<file path="src/io_alloc_defs.vh">
// Register offsets, field positions, reset values and decode codes
// for the connector signal allocation and output inversion block.
// Assumes a 16-bit register address on a plain strobe port.
`ifndef IO_ALLOC_DEFS_VH
`define IO_ALLOC_DEFS_VH

// Register offsets
`define ADDR_INPUT_FUNCTION_ASSIGN 16'h2511
`define ADDR_OUTPUT_POLARITY_CONFIG 16'h2512
`define ADDR_ACTIVE_INPUT_ASSIGN 16'h2580
`define ADDR_ACTIVE_POLARITY 16'h2581
`define ADDR_IO_STATUS 16'h2582
`define ADDR_CONTROL 16'h2583

// Reset values
`define RST_INPUT_FUNCTION_ASSIGN 16'h6543
`define RST_OUTPUT_POLARITY_CONFIG 16'h0000

// Digit positions in the input selection word
`define DIG_CAPTURE_A_LSB 4
`define DIG_CAPTURE_B_LSB 8
`define DIG_ORIGIN_LSB 12

// Digit positions in the polarity word (bit 0 of each digit)
`define POL_OUT_1_2_BIT 0
`define POL_OUT_23_24_BIT 4
`define POL_OUT_25_26_BIT 8

// Allocation codes
`define ALLOC_ON_LAST 4'h6
`define ALLOC_ALWAYS_ON 4'h7
`define ALLOC_ALWAYS_OFF 4'h8
`define ALLOC_OFF_FIRST 4'h9

// Control register bit: restart request
`define CTRL_RESTART_BIT 0

`endif

</file>
<file path="src/alloc_decode.v">
// One allocation digit decoder: picks a terminal and level, or a constant.
// Assumes terminal inputs are already synchronous to the clock.
`timescale 1ns/1ps
`include "io_alloc_defs.vh"

module alloc_decode #(
  parameter num_terms = 7
) (
  // Allocation code and terminals
  input wire [3:0] code,
  input wire [num_terms-1:0] term_in,
  // Decoded function level, high means active
  output reg active
);

  wire [3:0] off_index;

  // Terminal index for the off-level codes 9..F
  assign off_index = code - `ALLOC_OFF_FIRST;

  // Decode code: 0..6 on-level, 7 always, 8 never, 9..F off-level
  always @* begin
    if (code <= `ALLOC_ON_LAST) begin
      active = term_in[code[2:0]];
    end else if (code == `ALLOC_ALWAYS_ON) begin
      active = 1'b1;
    end else if (code == `ALLOC_ALWAYS_OFF) begin
      active = 1'b0;
    end else begin
      active = ~term_in[off_index[2:0]];
    end
  end

endmodule // alloc_decode

</file>
<file path="src/io_signal_allocation_inversion.v">
// Connector input allocation to capture and origin functions, and
// polarity inversion of three output terminal pairs.
// Assumes one 20 MHz clock, synchronous inputs and a strobe register port.
//
// The plain strobed port was left to the implementer.
`timescale 1ns/1ps
`include "io_alloc_defs.vh"

//
// Function
// The first capture input is allocated by bits 7:4 of the input selection word.
// Code F makes the first capture input active while terminal 12 is open.
// The second capture input takes codes 0 to F in bits 11:8, decoded like the first.
// The origin switch input is allocated by bits 15:12 with the same decoding.
// Polarity bit 0 inverts the output on terminals 1 and 2 when set.
// Polarity digit 1 inverts the output on terminals 23 and 24 when set.
// Polarity digit 2 inverts the output on terminals 25 and 26 when set.
// The polarity word holds 0 or 1 per low digit, resets to zero, top digit reserved, used after restart.
module io_signal_allocation_inversion #(
  parameter num_terms = 7
) (
  // Clock and reset
  input wire ref_clk,
  input wire reset,
  // Register port
  input wire [15:0] addr,
  input wire [15:0] wdata,
  input wire wr,
  input wire rd,
  output reg [15:0] rdata,
  // Connector input terminals, index 6 is terminal 12, high means closed
  input wire [num_terms-1:0] term_in,
  // Internal output signals before inversion
  input wire sig_out_1_2,
  input wire sig_out_23_24,
  input wire sig_out_25_26,
  // Decoded functions, high means active
  output reg capture_input_a,
  output reg capture_input_b,
  output reg origin_switch,
  // Output terminal pairs
  output reg out_1_2,
  output reg out_23_24,
  output reg out_25_26
);

  ////////////////////////////////////////////////////////////////////////
  // Polarity and status word helpers

  // Keep bit 0 of each of the low three polarity digits
  function [2:0] pack_polarity;
    input [15:0] word;
    begin
      pack_polarity = {word[`POL_OUT_25_26_BIT], word[`POL_OUT_23_24_BIT], word[`POL_OUT_1_2_BIT]};
    end
  endfunction

  // Spread three polarity bits back into their digits, top digit zero
  function [15:0] unpack_polarity;
    input [2:0] pol;
    begin
      unpack_polarity = 16'h0000;
      unpack_polarity[`POL_OUT_1_2_BIT] = pol[0];
      unpack_polarity[`POL_OUT_23_24_BIT] = pol[1];
      unpack_polarity[`POL_OUT_25_26_BIT] = pol[2];
    end
  endfunction

  // Status word: three functions, three outputs, then the terminals
  function [15:0] status_word;
    input [5:0] levels;
    input [6:0] terms;
    begin
      status_word = {3'h0, levels, terms};
    end
  endfunction

  ////////////////////////////////////////////////////////////////////////
  // Stored and active configuration

  reg [15:0] input_function_assign;
  reg [2:0] output_polarity_config;
  reg [15:0] active_assign;
  reg [2:0] active_polarity;
  wire sel_assign;
  wire sel_polarity;
  wire sel_control;
  wire restart_req;
  wire dec_a;
  wire dec_b;
  wire dec_home;

  // Register address decode
  assign sel_assign = (addr == `ADDR_INPUT_FUNCTION_ASSIGN);
  assign sel_polarity = (addr == `ADDR_OUTPUT_POLARITY_CONFIG);
  assign sel_control = (addr == `ADDR_CONTROL);
  assign restart_req = wr && sel_control && wdata[`CTRL_RESTART_BIT];

  // Software writes the stored selection word; digit 0 kept but unused
  always @(posedge ref_clk) begin
    if (reset) begin
      input_function_assign <= `RST_INPUT_FUNCTION_ASSIGN;
    end else if (wr && sel_assign) begin
      input_function_assign <= wdata;
    end
  end

  // Software writes the stored polarity; other bits and top digit dropped
  always @(posedge ref_clk) begin
    if (reset) begin
      output_polarity_config <= pack_polarity(`RST_OUTPUT_POLARITY_CONFIG);
    end else if (wr && sel_polarity) begin
      output_polarity_config <= pack_polarity(wdata);
    end
  end

  // Stored values take effect only at restart, so a half-written
  // configuration never reaches the terminals
  always @(posedge ref_clk) begin
    if (reset) begin
      active_assign <= `RST_INPUT_FUNCTION_ASSIGN;
      active_polarity <= pack_polarity(`RST_OUTPUT_POLARITY_CONFIG);
    end else if (restart_req) begin
      active_assign <= input_function_assign;
      active_polarity <= output_polarity_config;
    end
  end

  ////////////////////////////////////////////////////////////////////////
  // Input allocation

  // First capture input from bits 7:4
  alloc_decode #(.num_terms(num_terms)) u_dec_a (
    .code(active_assign[`DIG_CAPTURE_A_LSB +: 4]),
    .term_in(term_in),
    .active(dec_a)
  );

  // Second capture input from bits 11:8
  alloc_decode #(.num_terms(num_terms)) u_dec_b (
    .code(active_assign[`DIG_CAPTURE_B_LSB +: 4]),
    .term_in(term_in),
    .active(dec_b)
  );

  // Origin switch from bits 15:12
  alloc_decode #(.num_terms(num_terms)) u_dec_home (
    .code(active_assign[`DIG_ORIGIN_LSB +: 4]),
    .term_in(term_in),
    .active(dec_home)
  );

  // Register the decoded functions so the outputs come from flip-flops
  // and settle one cycle after the terminals
  always @(posedge ref_clk) begin
    if (reset) begin
      capture_input_a <= 1'b0;
      capture_input_b <= 1'b0;
      origin_switch <= 1'b0;
    end else begin
      capture_input_a <= dec_a;
      capture_input_b <= dec_b;
      origin_switch <= dec_home;
    end
  end

  ////////////////////////////////////////////////////////////////////////
  // Output inversion

  reg next_out_1_2;
  reg next_out_23_24;
  reg next_out_25_26;

  // Each terminal pair flips where its active polarity bit is set
  always @* begin
    next_out_1_2 = sig_out_1_2 ^ active_polarity[0];
    next_out_23_24 = sig_out_23_24 ^ active_polarity[1];
    next_out_25_26 = sig_out_25_26 ^ active_polarity[2];
  end

  // Output terminal registers, low while in reset
  always @(posedge ref_clk) begin
    if (reset) begin
      out_1_2 <= 1'b0;
      out_23_24 <= 1'b0;
      out_25_26 <= 1'b0;
    end else begin
      out_1_2 <= next_out_1_2;
      out_23_24 <= next_out_23_24;
      out_25_26 <= next_out_25_26;
    end
  end

  ////////////////////////////////////////////////////////////////////////
  // Read port, data one cycle after the strobe

  reg [15:0] next_rdata;

  // Read data chosen by address; unmapped addresses and idle cycles
  // read zero, and the control word is write-only
  always @* begin
    next_rdata = 16'h0000;
    if (rd) begin
      case (addr)
        `ADDR_INPUT_FUNCTION_ASSIGN: next_rdata = input_function_assign;
        `ADDR_OUTPUT_POLARITY_CONFIG: next_rdata = unpack_polarity(output_polarity_config);
        `ADDR_ACTIVE_INPUT_ASSIGN: next_rdata = active_assign;
        `ADDR_ACTIVE_POLARITY: next_rdata = unpack_polarity(active_polarity);
        `ADDR_IO_STATUS: next_rdata = status_word({capture_input_a, capture_input_b, origin_switch,
                                                   out_1_2, out_23_24, out_25_26}, term_in);
        default: next_rdata = 16'h0000;
      endcase
    end
  end

  // Read data register, so the value stands for as many cycles as the read strobe was held
  always @(posedge ref_clk) begin
    if (reset) begin
      rdata <= 16'h0000;
    end else begin
      rdata <= next_rdata;
    end
  end

endmodule // io_signal_allocation_inversion
</file>
<file path="config.mk">
export PLATFORM = sky130hd
export DESIGN_NAME = io_signal_allocation_inversion
export DESIGN_NICKNAME = d
export VERILOG_FILES = /design/src/alloc_decode.v /design/src/io_signal_allocation_inversion.v
export VERILOG_INCLUDE_DIRS = /design/src /design/src/src
export SDC_FILE = /design/constraint.sdc
export NUM_CORES = 1
export LEC_CHECK = 0
export ABC_AREA = 0
export BUFFER_PORTS_ARGS = -buffer_cell sky130_fd_sc_hd__buf_4
export CAP_MARGIN = 10
export CORE_MARGIN = 8
export CORE_UTILIZATION = 60
export CTS_CLUSTER_DIAMETER = 30
export CTS_CLUSTER_SIZE = 28
export DETAILED_ROUTE_END_ITERATION = 16
export PLACE_DENSITY = 0.95
export SKIP_LAST_GASP = 1
export SLEW_MARGIN = 20
export SYNTH_ARGS = -nofsm -noshare
export SYNTH_HDL_FRONTEND = slang
export SYNTH_HIERARCHICAL = 1
export SYNTH_SLANG_ARGS = --single-unit
export TNS_END_PERCENT = 100
</file>
<file path="constraint.sdc">
create_clock -name ref_clk -period 3.2 [get_ports ref_clk]
set_input_delay 0.64 -clock ref_clk [delete_from_list [all_inputs] [get_ports ref_clk]]
set_output_delay 0.64 -clock ref_clk [all_outputs]
set_load 0.01 [all_outputs]
</file>
# --- After elaboration in Yosys (flattened, before gate mapping) ---
# Index checks and enable logic that the tools add are counted.
op_classes:
  bitwise: 7
  magnitude_cmp: 9
  muxes: 22
  add_sub_neg: 3
  n_eq_ne: 12
  n_reduce_logical: 5
ops:
  columns: ["op", "count"]
  rows:
  - ["== test 16 x 14 -> 1 bit (second input constant)", 6]
  - ["one-hot mux 16 bit (5 select lines)", 1]
  - ["less-than comparator 3 x 4 -> 1 bit (second input constant)", 6]
  - ["binary-select mux 1 bit (select 3 bit)", 6]
  - ["2-to-1 mux 1 bit", 15]
  - ["== test 4 x 3 -> 1 bit (second input constant)", 3]
  - ["== test 4 bit (second input constant)", 3]
  - ["<= comparator 4 x 3 -> 1 bit (second input constant)", 3]
  - ["subtractor 3 x 1 -> 3 bit (second input constant)", 3]
  - ["logical AND 1 bit", 4]
  - ["NOT 1 bit", 4]
  - ["bitwise XOR 1 bit", 3]
  - ["OR reduction 2 bit", 1]
totals:
  in_bits: 46
  reg_bits: 60
  word_cells: 69
  out_inout_bits: 22

# --- Longest topological paths before layout ---
# Gate-level depths: netlist of run 1.
depth:
  ltp_word: 7
  depth_mapped: 7

# --- By module ---
# The synthesis of run 1 kept the hierarchy.
modules_own_cells:
  columns: ["module", "cells_each", "instances", "area_each_um2", "seq_area_each_um2"]
  rows:
  - ["io_signal_allocation_inversion", 309, 1, 2762.6, 1201.2]
  - ["alloc_decode", 28, 3, 239.0, 0.0]

# --- Worst setup path before layout of run 1 ---
# OpenSTA, ideal clock, no wires.
synth_timing:
  kind: "input to register"
  from: "input port addr[1]"
  to: "register rdata[10]"
  arrival_ns: 1.759
  cell_stages: 5
  n_path_buf: 1
  slack_ns: 1.367
  setup_time_ns: 0.074
  cell_sequence: "or4b_4 nor4_4 buf_6 nand3_1 a31oi_2"
synth_via:
  elab_chain_cells: 2
synth_lines:
  columns: ["element", "line", "text"]
  rows:
  - ["from (decl)", "io_signal_allocation_inversion.v:26", "input wire [15:0] addr,"]
  - ["== test 16 x 14 -> 1 bit (on tied branches)", null, null]
  - ["one-hot mux 16 bit (5 select lines) (*)", "io_signal_allocation_inversion.v:204", "case (addr)"]
  - ["to (signal assigned)", "io_signal_allocation_inversion.v:221", "rdata <= next_rdata;"]
  - ["to (decl)", "io_signal_allocation_inversion.v:30", "output reg [15:0] rdata,"]
# Every way passes the cells marked *; elsewhere a longest branch is shown, timed or not.
# A chain may end at the register's enable or synchronous reset.

# --- Worst setup path in the final report of run 1 ---
layout_timing:
  from: "input port addr[15]"
  to: "register active_assign[1]"
layout_via:
  elab_chain_cells: 3
layout_lines:
  columns: ["element", "line", "text"]
  rows:
  - ["== test 16 x 14 -> 1 bit (no source line)", null, null]
  - ["logical AND 1 bit (2 in a row)", "io_signal_allocation_inversion.v:97", "assign restart_req = wr && sel_control && wdata[`CTRL_RESTART_BIT];"]
  - ["to (signal assigned)", "io_signal_allocation_inversion.v:121", "active_assign <= `RST_INPUT_FUNCTION_ASSIGN;"]
  - ["to (signal assigned)", "io_signal_allocation_inversion.v:124", "active_assign <= input_function_assign;"]
  - ["to (decl)", "io_signal_allocation_inversion.v:83", "reg [15:0] active_assign;"]
# No other way between the ends.

==> results.md, run 1 <==
* Status: finished, final reports clean
* Clock transition at the registers of the reported paths at 70 ps
* Startpoint types: primary input
* Die area at 0.00849 mm²
* Final Cell Area at 0.00409 mm²
* Via count at 3,491
* Skew-Pair Late Insertion Delay at 350 ps
* DR vias/cell at 6.70
* Layout fillers at 393
* Gr ovfl total at 0
* #FFs+latches synth at 60
* Longest Clk Path Bufs at 2
* Die H at 92.2 µm
* 1st-pass router iterations at 6
* WL/cell at 19.4 µm
* Max-cap check violation count at 0
* Post-route clock period utilization at 67.2%
* Number of H-tree levels at 3
* Number of remaining DRC errors at 0
* PortBufs at 67
* Number of synthesized flops with an enable pin at 0
* Root Driver: clkbuf_8
* CP required at 3430 ps
* First-pass GRT wire length at 16,600 µm
* Post-CTS sizing at 0
* Static leakage at 1.55 nW
* Syn_nets at 451
* Critical path class: primary input to register
* RSZ-0062 raised after global routing: no
* Die width at 92.2 µm
* Nets@finish at 502
* Final ANT Viol Nets at 0
* CTS buffer count at 9
* Final Setup Violations at 0
* Initial antenna violation count at 0
* Clock Skew at 8.61 ps
* Routed wire length at 10,100 µm
* Placer congestion estimate at 0.895
* Placed Instance Area at 0.00390 mm²
* PwrDens at 374 mW/mm²
* # rows at 27
* Synthesis Warnings at 6
* Gr usage total at 24.0%
* Post-CTS Setup Bufs at 0
* DRT iter0 DRCs at 551
* Overall power at 1.53 mW
* Final setup TNS at 0 ps
* M1 GR Usage at 28.5%
* Ys async rst share at 0%
* Starting Density at 62.8%
* Cell count after synthesis at 393
* Synth area leader: dfxtp_1
* Final min period at 2150 ps
* M3 GR Usage at 6.60%
* Post-Syn Area at 0.00348 mm²
* Count leader, synth: dfxtp_1
* WHS at 481 ps
* Worst slew margin at 51.5%
* Synthesis-to-layout area growth at 17.4%
* CP endpoint kind: register
* CTS sink cnt at 60
* Grt met2 use at 38.0%
* Min setup slack post-route at 1050 ps
* Ys flop type: dfxtp_1
* Peak supply drop at 0.280 mV
* Least-Margin Pin Slew at 723 ps
* I/O pin cnt at 68
* Busiest metal layer after global routing: met2
* Pin count of the biggest net entering global routing at 46
* Worst path arrival time at 2380 ps
* Top cell type's share of synthesized area at 34.5%
* Seq/Total Area, Yosys at 34.5%
* Min-Delay Path Class: register to register
* Fmax at 0.465 GHz
* Vias in the first global route at 3,436
* Pre-CTS setup slack at 733 ps
* Avg Inst Size Synth at 8.85 µm²
* CTS tree: built
* FF/Latch Area at 0.00120 mm²
* Highest fanout seen on the critical path at 18
* Main area contributors after synthesis: dfxtp_1 35%, nand3_1 6.2%, a21oi_1 6.0%
* Core box area at 0.00554 mm²
* Hold Buf Count CTS at 0
* Final Max Slew Viols at 0
* Diode count at 0
* Final hold viol count at 0
* List of most frequent post-synthesis cells: 60 x dfxtp_1, 43 x nand3_1, 42 x a21oi_1
* Multi-input logic area at 0.00204 mm²
* Share of layout cells above drive strength 1 at 24.7%
* Synth cell types at 56
* DP HPWL at 7000 µm
registers in the layout, summed over array words and instances, names as in the netlist, 3 cells and up:
name / flops
rdata: 16
active_polarity: 3
output_polarity_config: 3
input_function_assign: 16
active_assign: 16
layout make-up:
cell class / instances / share of cell area (%)
Tap cell: 72 / 2.21
Clock buffer: 15 / 4.32
Timing Repair Buffer: 72 / 13.2
Clock inverter: 1 / 0.123
Inverter: 9 / 0.827
Sequential cell: 60 / 29.4
Multi-Input combinational cell: 292 / 49.9
power breakdown:
| group | leakage, nW | switching (mW) | internal (mW) |
|---|---|---|---|
| clock | 0.0937 | 0.283 | 0.344 |
| sequential | 0.485 | 0.00331 | 0.751 |
| combinational | 0.972 | 0.0758 | 0.0709 |
| total | 1.55 | 0.362 | 1.17 |
metrics by stage:
stage | std cells | utilization, %
floorplan | 393 | -
global placement | 505 | 70.5
detailed placement | 505 | 70.5
CTS | 521 | 73.7
global route | 521 | 73.7
finish | 521 | 73.7
logic make-up after synthesis:
| kind of cell | synth area share [%] |
|---|---|
| buf+inv | 6.90 |
| fa+ha+maj | 4.31 |
| compound gates | 21.8 |
| xor+xnor | 1.01 |
| flops | 34.5 |
| simple gates | 25.5 |
| mux | 5.93 |
critical path, stage by stage:
cell and delay [ps]:
buf_4 120, or3b_4 440, nor2_2 580, nand2_2 240, a211o_1 360
cell usage in the layout, fill, tap and decap left out, drive strengths merged, types with 4 or more instances in the layout:
cell type / count
mux4: 6
a41oi: 7
nor2: 10
o21ai: 34
nand4: 22
xnor2: 4
a211o: 7
clkbuf: 15
nor3: 4
nand2b: 8
nand3: 44
a31oi: 10
dfxtp: 60
inv: 9
a21oi: 42
ha: 12
or2b: 4
mux2i: 6
and3: 7
nand2: 19
buf: 72
worst paths after layout:
path                            to  slack [ps]  cells past startpoint              from
hold reg to reg   active_assign[0]         480                      1  active_assign[0]
setup / recovery  active_assign[1]        1050                      5          addr[15]
hold / removal    active_assign[0]         480                      1  active_assign[0]
setup reg to reg   capture_input_b        1140                      7  active_assign[8]
layer usage:
metal / wire [µm] / share of wire (%) / up-vias
met5: 0 / 0 / -
met4: 285 / 2.8 / 0
met3: 1140 / 11 / 32
met2: 4750 / 47 / 255
met1: 3910 / 39 / 1614
li1: - / - / 1590
No activity file was read; power rests on OpenSTA's default activity.
==> run 2, diff against run 1 <==
--- a/config.mk
+++ b/config.mk
@@ -10,11 +10,11 @@
 export BUFFER_PORTS_ARGS = -buffer_cell sky130_fd_sc_hd__buf_4
 export CAP_MARGIN = 10
 export CORE_MARGIN = 8
-export CORE_UTILIZATION = 60
+export CORE_UTILIZATION = 50
 export CTS_CLUSTER_DIAMETER = 30
 export CTS_CLUSTER_SIZE = 28
 export DETAILED_ROUTE_END_ITERATION = 16
-export PLACE_DENSITY = 0.95
+export PLACE_DENSITY = 0.86
 export SKIP_LAST_GASP = 1
 export SLEW_MARGIN = 20
 export SYNTH_ARGS = -nofsm -noshare
==> constraint.sdc (replaced) <==
create_clock -name ref_clk -period 1.85 [get_ports ref_clk]
set_input_delay 0.37 -clock ref_clk [delete_from_list [all_inputs] [get_ports ref_clk]]
set_output_delay 0.37 -clock ref_clk [all_outputs]
set_load 0.01 [all_outputs]
==> results.md, run 2 (same netlist as run 1, synthesis figures left out) <==
* Status: finished, final reports clean (unchanged)
* Commonest non-fill, non-tap cell in the layout: buf_4 (unchanged)
* Busiest metal layer after global routing: met2 (unchanged)
* Min-Delay Path Class: primary input to register (was register to register)
* Top Registers: active_assign (16), input_function_assign (16), rdata (16) (unchanged)
* Initial antenna violation count at 0 (unchanged)
* Diode count at 0 (unchanged)
* Synthesis-to-layout area growth at 22.7% (was 17.4%)
* Startpoint types: register (was primary input)
* Most frequent cells in the layout: 86 x buf_4, 60 x dfxtp_1, 43 x nand3_1, 42 x a21oi_1, 34 x o21ai_0 (was 72 x buf_4, 60 x dfxtp_1, 43 x nand3_1, 42 x a21oi_1, 34 x o21ai_0)
* Root Driver: clkbuf_8 (unchanged)
* Number of remaining DRC errors at 0 (unchanged)
* CTS sink cnt at 60 (unchanged)
* Pin count of the biggest net entering global routing at 45 (was 46)
* Clock transition at the registers of the reported paths at 70 ps (about the same)
* M1 GR Usage at 25.4% (was 28.5%)
* Static leakage at 1.65 nW (was 1.55 nW)
* Grt met2 use at 33.5% (was 38.0%)
* Die width at 99.4 µm (was 92.2 µm)
* Psw at 652 µW (was 362 µW)
* Clock Skew at 5.08 ps (was 8.61 ps)
* Post-route clock period utilization at 95.8%
* PwrDens at 637 mW/mm² (was 374 mW/mm²)
* Max-cap check violation count at 0 (unchanged)
* Longest Clk Path Bufs at 2 (unchanged)
* 1st-pass router iterations at 6 (unchanged)
* Logic pwr share at 9.4% (was 9.6%)
* Final Setup Violations at 0 (unchanged)
* Hold Buf Count CTS at 0 (unchanged)
* # rows at 30 (was 27)
* DRT iter0 DRCs at 386 (was 551)
* Vias in the first global route at 3,444 (was 3,436)
* RSZ-0062 raised after global routing: no (unchanged)
* Placer congestion estimate at 0.913 (was 0.895)
* DP HPWL at 7530 µm (was 7000 µm)
* Share of layout cells above drive strength 1 at 28.0% (was 24.7%)
* Peak supply drop at 0.549 mV (was 0.280 mV)
* Crit-path leading delay family: compound AO/OA/AOI/OAI gates (was simple AND/OR/NAND/NOR gates)
* Core box area at 0.00676 mm² (was 0.00554 mm²)
* Pre-CTS setup slack at 23.4 ps (was 733 ps)
* Worst path arrival time at 1990 ps (was 2380 ps)
* Critical path class: register to register (was primary input to register)
* Critical path cell sequence: inv_1 > ha_1 > mux2i_1 > o21ai_0 > a21oi_1 > o32a_1 > nor2b_1 (was buf_4 > or3b_4 > nor2_2 > nand2_2 > a211o_1)
* Min setup slack post-route at 77.4 ps (was 1050 ps)
* Routed wire length at 10,300 µm (was 10,100 µm)
* PortBufs at 67 (unchanged)
* CTS buffer count at 9 (unchanged)
* CP endpoint kind: register (unchanged)
* Starting Density at 51.5% (was 62.8%)
* Least-Margin Pin Slew at 635 ps (was 723 ps)
* Die area at 0.00988 mm² (was 0.00849 mm²)
* Nets@finish at 519 (was 502)
* Final ANT Viol Nets at 0 (unchanged)
* WL/cell at 18.9 µm (was 19.4 µm)
* Sw frac at 24.0% (was 23.7%)
* Final Max Slew Viols at 0 (unchanged)
* CTS tree: built (unchanged)
* Critical Path Slowest Stage Cell: ha_1 (was nor2_2)
* Post-CTS sizing at 0 (unchanged)
* Die H at 99.4 µm (was 92.2 µm)
* Slowest Stage Delay on Critical Path at 360 ps (was 580 ps)
* Worst slew margin at 57.6% (was 51.5%)
* Highest fanout seen on the critical path at 4 (was 18)
* Skew-Pair Late Insertion Delay at 340 ps (was 350 ps)
* Pint at 2.07 mW (was 1.17 mW)
* Via count at 3,500 (was 3,491)
* Fmax at 0.564 GHz
* Gr usage total at 21.1% (was 24.0%)
* CP required at 2070 ps (was 3430 ps)
* M3 GR Usage at 7.26% (was 6.60%)
* Final min period at 1770 ps
* Gr ovfl total at 0 (unchanged)
* Reg power frac at 47.9% (was 49.4%)
* Final hold viol count at 0 (unchanged)
* I/O pin cnt at 68 (unchanged)
* DR vias/cell at 6.42 (was 6.70)
* Final setup TNS at 0 ps (unchanged)
* Post-CTS Setup Bufs at 0 (unchanged)
* Number of H-tree levels at 3 (unchanged)
* First-pass GRT wire length at 16,900 µm (was 16,600 µm)
* Clock power frac at 42.7% (was 41.0%)
* CP bufs+invs at 1 (unchanged)
-- run 2: cell count changes in the layout (fill, tap and decap cells not counted) --
| cell | delta |
|---|---|
| buf_4 | +14 |
| buf_12 | +3 |
| clkbuf_1 | -3 |
| clkbuf_8 | -2 |
| clkinv_2 | +2 |
| bufinv_16 | +1 |
| clkinvlp_4 | +1 |
-- run 2: path summary, 6_finish.rpt --
kind,start,cells past startpoint,end,slack [ps]
setup / recovery,active_assign[4],7,capture_input_a,80
hold / removal,sig_out_25_26,3,out_25_26,260
setup reg to reg,active_assign[4],7,capture_input_a,80
hold reg to reg,input_function_assign[13],2,input_function_assign[13],480
-- run 2: layer usage --
layer  share of wire, %  vias up
met5                  0        -
met4                1.9        0
met3                9.1       24
met2                 47      196
met1                 42     1658
li1                   -     1622
-- run 2: power by group through the flow --
stage | combinational [mW] | clock [mW] | sequential, mW
final | 0.255 | 1.16 | 1.30
after global routing | 0.272 | 1.22 | 1.30
after CTS | 0.254 | 1.17 | 1.30
after detailed placement | 0.252 | 0 | 1.33
after global placement | 0.246 | 0 | 1.33
after floorplan | 0.113 | 0 | 1.33
-- run 2: per-stage QoR --
step | cells | instance area, µm² | utilization, % | hold WS, ps | power (mW)
3_5_place_dp | 530 | 4080 | 60.4 | 467 | 1.59
5_1_grt | 545 | 4270 | 63.2 | 271 | 2.80
4_1_cts | 545 | 4270 | 63.2 | 253 | 2.73
2_1_floorplan | 393 | 3480 | - | 435 | 1.45
6_report | 545 | 4270 | 63.2 | 261 | 2.72
3_3_place_gp | 530 | 4080 | 60.4 | 446 | 1.58
-- run 2: cell type report --
type | instances | area, µm²
Fill cell | 562 | 2490
Multi-Input combinational cell | 292 | 2040
Sequential cell | 60 | 1200
Timing Repair Buffer | 89 | 706
Clock buffer | 10 | 138
Tap cell | 80 | 100
Clock inverter | 5 | 52.6
Inverter | 9 | 33.8
-- run 2: worst reg2reg max path, delay by kind of cell (launching register included) --
family / cells / cell delay [ps]
AO/OA/AOI/OAI: 3 / 600
AND/OR/NAND/NOR: 1 / 130
multiplexers: 1 / 150
buffers and inverters: 1 / 80
flip-flops: 1 / 330
adder cells (fa/ha/maj): 1 / 360
==> run 3, diff against run 2 <==
--- a/config.mk
+++ b/config.mk
@@ -12,7 +12,6 @@
 export CORE_MARGIN = 8
 export CORE_UTILIZATION = 50
 export CTS_CLUSTER_DIAMETER = 30
-export CTS_CLUSTER_SIZE = 28
 export DETAILED_ROUTE_END_ITERATION = 16
 export PLACE_DENSITY = 0.86
 export SKIP_LAST_GASP = 1
==> constraint.sdc (replaced) <==
create_clock -name ref_clk -period 1.6 [get_ports ref_clk]
set_input_delay 0.32 -clock ref_clk [delete_from_list [all_inputs] [get_ports ref_clk]]
set_output_delay 0.32 -clock ref_clk [all_outputs]
set_load 0.01 [all_outputs]
==> results.md, run 3 (same netlist as run 1, synthesis figures left out) <==
* Status: finished, final reports clean (unchanged)
* CTS tree: built (unchanged)
* Gr usage total at 22.1% (was 21.1%)
* Placer congestion estimate at 0.942 (was 0.913)
* Peak supply drop at 0.447 mV (was 0.549 mV)
* Diode count at 0 (unchanged)
* Core box area at 0.00676 mm² (unchanged)
* FF-to-FF path depth at 5 (was 7)
* 1st-pass router iterations at 6 (unchanged)
* Routed wire length at 11,000 µm (was 10,300 µm)
* Hold endpoint: out_1_2 (was out_25_26)
* Critical Path Slowest Stage Cell: mux4_1 (was ha_1)
* Min-Delay Path Class: primary input to register (unchanged)
* RR Startpoint: active_assign[4] (unchanged)
* Flop-to-flop setup slack at 30 ps (was 80 ps)
* Static leakage at 1.79 nW (was 1.65 nW)
* Max-cap check violation count at 0 (unchanged)
* Startpoint types: register (unchanged)
* DR vias/cell at 6.47 (was 6.42)
* Final min period at 1570 ps (was 1770 ps)
* Fmax at 0.637 GHz (was 0.564 GHz)
* CTS buffer count at 9 (unchanged)
* CP required at 1880 ps (was 2070 ps)
* # rows at 30 (unchanged)
* Worst R2R End: capture_input_a (unchanged)
* Synthesis-to-layout area growth at 31.2% (was 22.7%)
* Highest fanout seen on the critical path at 8 (was 4)
* Hold path start: sig_out_1_2 (was sig_out_25_26)
* Commonest non-fill, non-tap cell in the layout: buf_4 (unchanged)
* Number of H-tree levels at 3 (unchanged)
* Starting Density at 51.5% (unchanged)
* First-pass GRT wire length at 17,400 µm (was 16,900 µm)
* Top Registers: active_assign (16), input_function_assign (16), rdata (16) (unchanged)
* WL/cell at 19.2 µm (was 18.9 µm)
* Worst slew margin at 67.3% (was 57.6%)
* Pin count of the biggest net entering global routing at 45 (unchanged)
* Via count at 3,714 (was 3,500)
* Share of layout cells above drive strength 1 at 36.4% (was 28.0%)
* Gr ovfl total at 0 (unchanged)
* Final ANT Viol Nets at 0 (unchanged)
* PortBufs at 67 (unchanged)
* Least-Margin Pin Slew at 491 ps (was 635 ps)
* Number of remaining DRC errors at 0 (unchanged)
* Die H at 99.4 µm (unchanged)
* Clock Skew at 5.94 ps (was 5.08 ps)
* Final setup TNS at 0 ps (unchanged)
* Final Setup Violations at 0 (unchanged)
* Initial antenna violation count at 0 (unchanged)
* Worst path arrival time at 1850 ps (was 1990 ps)
* RSZ-0062 raised after global routing: yes (was no)
* Nets@finish at 547 (was 519)
* Die area at 0.00988 mm² (unchanged)
* Most frequent cells in the layout: 113 x buf_4, 54 x dfxtp_1, 43 x nand3_1, 40 x a21oi_1, 31 x o21ai_0 (was 86 x buf_4, 60 x dfxtp_1, 43 x nand3_1, 42 x a21oi_1, 34 x o21ai_0)
* Clock transition at the registers of the reported paths at 70 ps (about the same)
* Final Max Slew Viols at 0 (unchanged)
* Critical path cell sequence: buf_4 > mux4_1 > a21oi_2 > o32a_1 > nor2b_1 (was inv_1 > ha_1 > mux2i_1 > o21ai_0 > a21oi_1 > o32a_1 > nor2b_1)
* WHS Path Cells at 3 (unchanged)
* Vias in the first global route at 3,615 (was 3,444)
* CP endpoint kind: register (unchanged)
* Overall power at 3.23 mW (was 2.72 mW)
* Critical path class: register to register (unchanged)
* DP HPWL at 8010 µm (was 7530 µm)
* Post-route clock period utilization at 98.1% (was 95.8%)
* DRT iter0 DRCs at 559 (was 386)
* Skew-Pair Late Insertion Delay at 350 ps (was 340 ps)
* PwrDens at 708 mW/mm² (was 637 mW/mm²)
* Slowest Stage Delay on Critical Path at 580 ps (was 360 ps)
* CTS sink cnt at 60 (unchanged)
* Final hold viol count at 0 (unchanged)
* Root Driver: clkbuf_8 (unchanged)
* Die width at 99.4 µm (unchanged)
* I/O pin cnt at 68 (unchanged)
* Longest Clk Path Bufs at 2 (unchanged)
[run 3: changes by cell type in the layout (fill, tap and decap cells not counted), moves of 4 or more]
cell | before | now
dfxtp_2 | 0 | 4
dfxtp_1 | 60 | 54
inv_2 | 0 | 4
ha_1 | 12 | 8
inv_1 | 9 | 3
buf_4 | 86 | 113
[run 3: per-layer routing]
layer / GRT usage, % / vias up / share of wire (%)
met4: 10.5 / 0 / 2.8
met1: 26.2 / 1729 / 39
li1: - / 1687 / -
met5: 0 / - / 0
met3: 6.08 / 37 / 10
met2: 36.0 / 261 / 48
[run 3: timing repair]
item	4_1_cts	5_1_grt
cloned	0	0
pin swaps	0	1
setup buffers	0	0
endpoints found under the setup margin	3	3
gates resized for setup	6	19
hold buffers	0	0
[run 3: per-stage QoR]
stage	instances	setup WS, ps	cell area, µm²	hold slack, ps	utilization [%]
2_1_floorplan	393	27.6	3520	435	-
3_3_place_gp	558	-119	4320	454	63.9
3_5_place_dp	558	-142	4320	455	63.9
4_1_cts	574	4.86	4530	194	67.0
5_1_grt	574	-14.3	4560	223	67.6
6_report	574	31.1	4560	201	67.6
[run 3: how the worst max path moves through the flow]
stage / start / endpoint / cells after the start
after CTS: active_assign[8] / capture_input_b / 5
after floorplan: active_assign[8] / capture_input_b / 7
after global placement: addr[1] / rdata[6] / 6
after detailed placement: addr[15] / output_polarity_config[2] / 7
final: active_assign[4] / capture_input_a / 5
after global routing: active_assign[9] / capture_input_b / 7
[run 3: area by class of cell]
cell class	count	area, µm²
Clock buffer	10	138
Clock inverter	6	63.8
Tap cell	80	100
Multi-Input combinational cell	292	2100
Fill cell	519	2190
Inverter	9	41.3
Timing Repair Buffer	117	911
Sequential cell	60	1210
[run 3: report_power, final]
part | total (mW) | internal (mW) | switching, mW
logic | 0.333 | 0.175 | 0.158
clock network | 1.39 | 0.757 | 0.636
registers | 1.51 | 1.50 | 0.00770
[run 3: critical path, delay by kind of cell, from the launching register on]
kind / cells / cell delay [ps]
flops: 1 / 330
mux: 1 / 580
buf+inv: 1 / 160
compound gates: 2 / 310
simple gates: 1 / 120
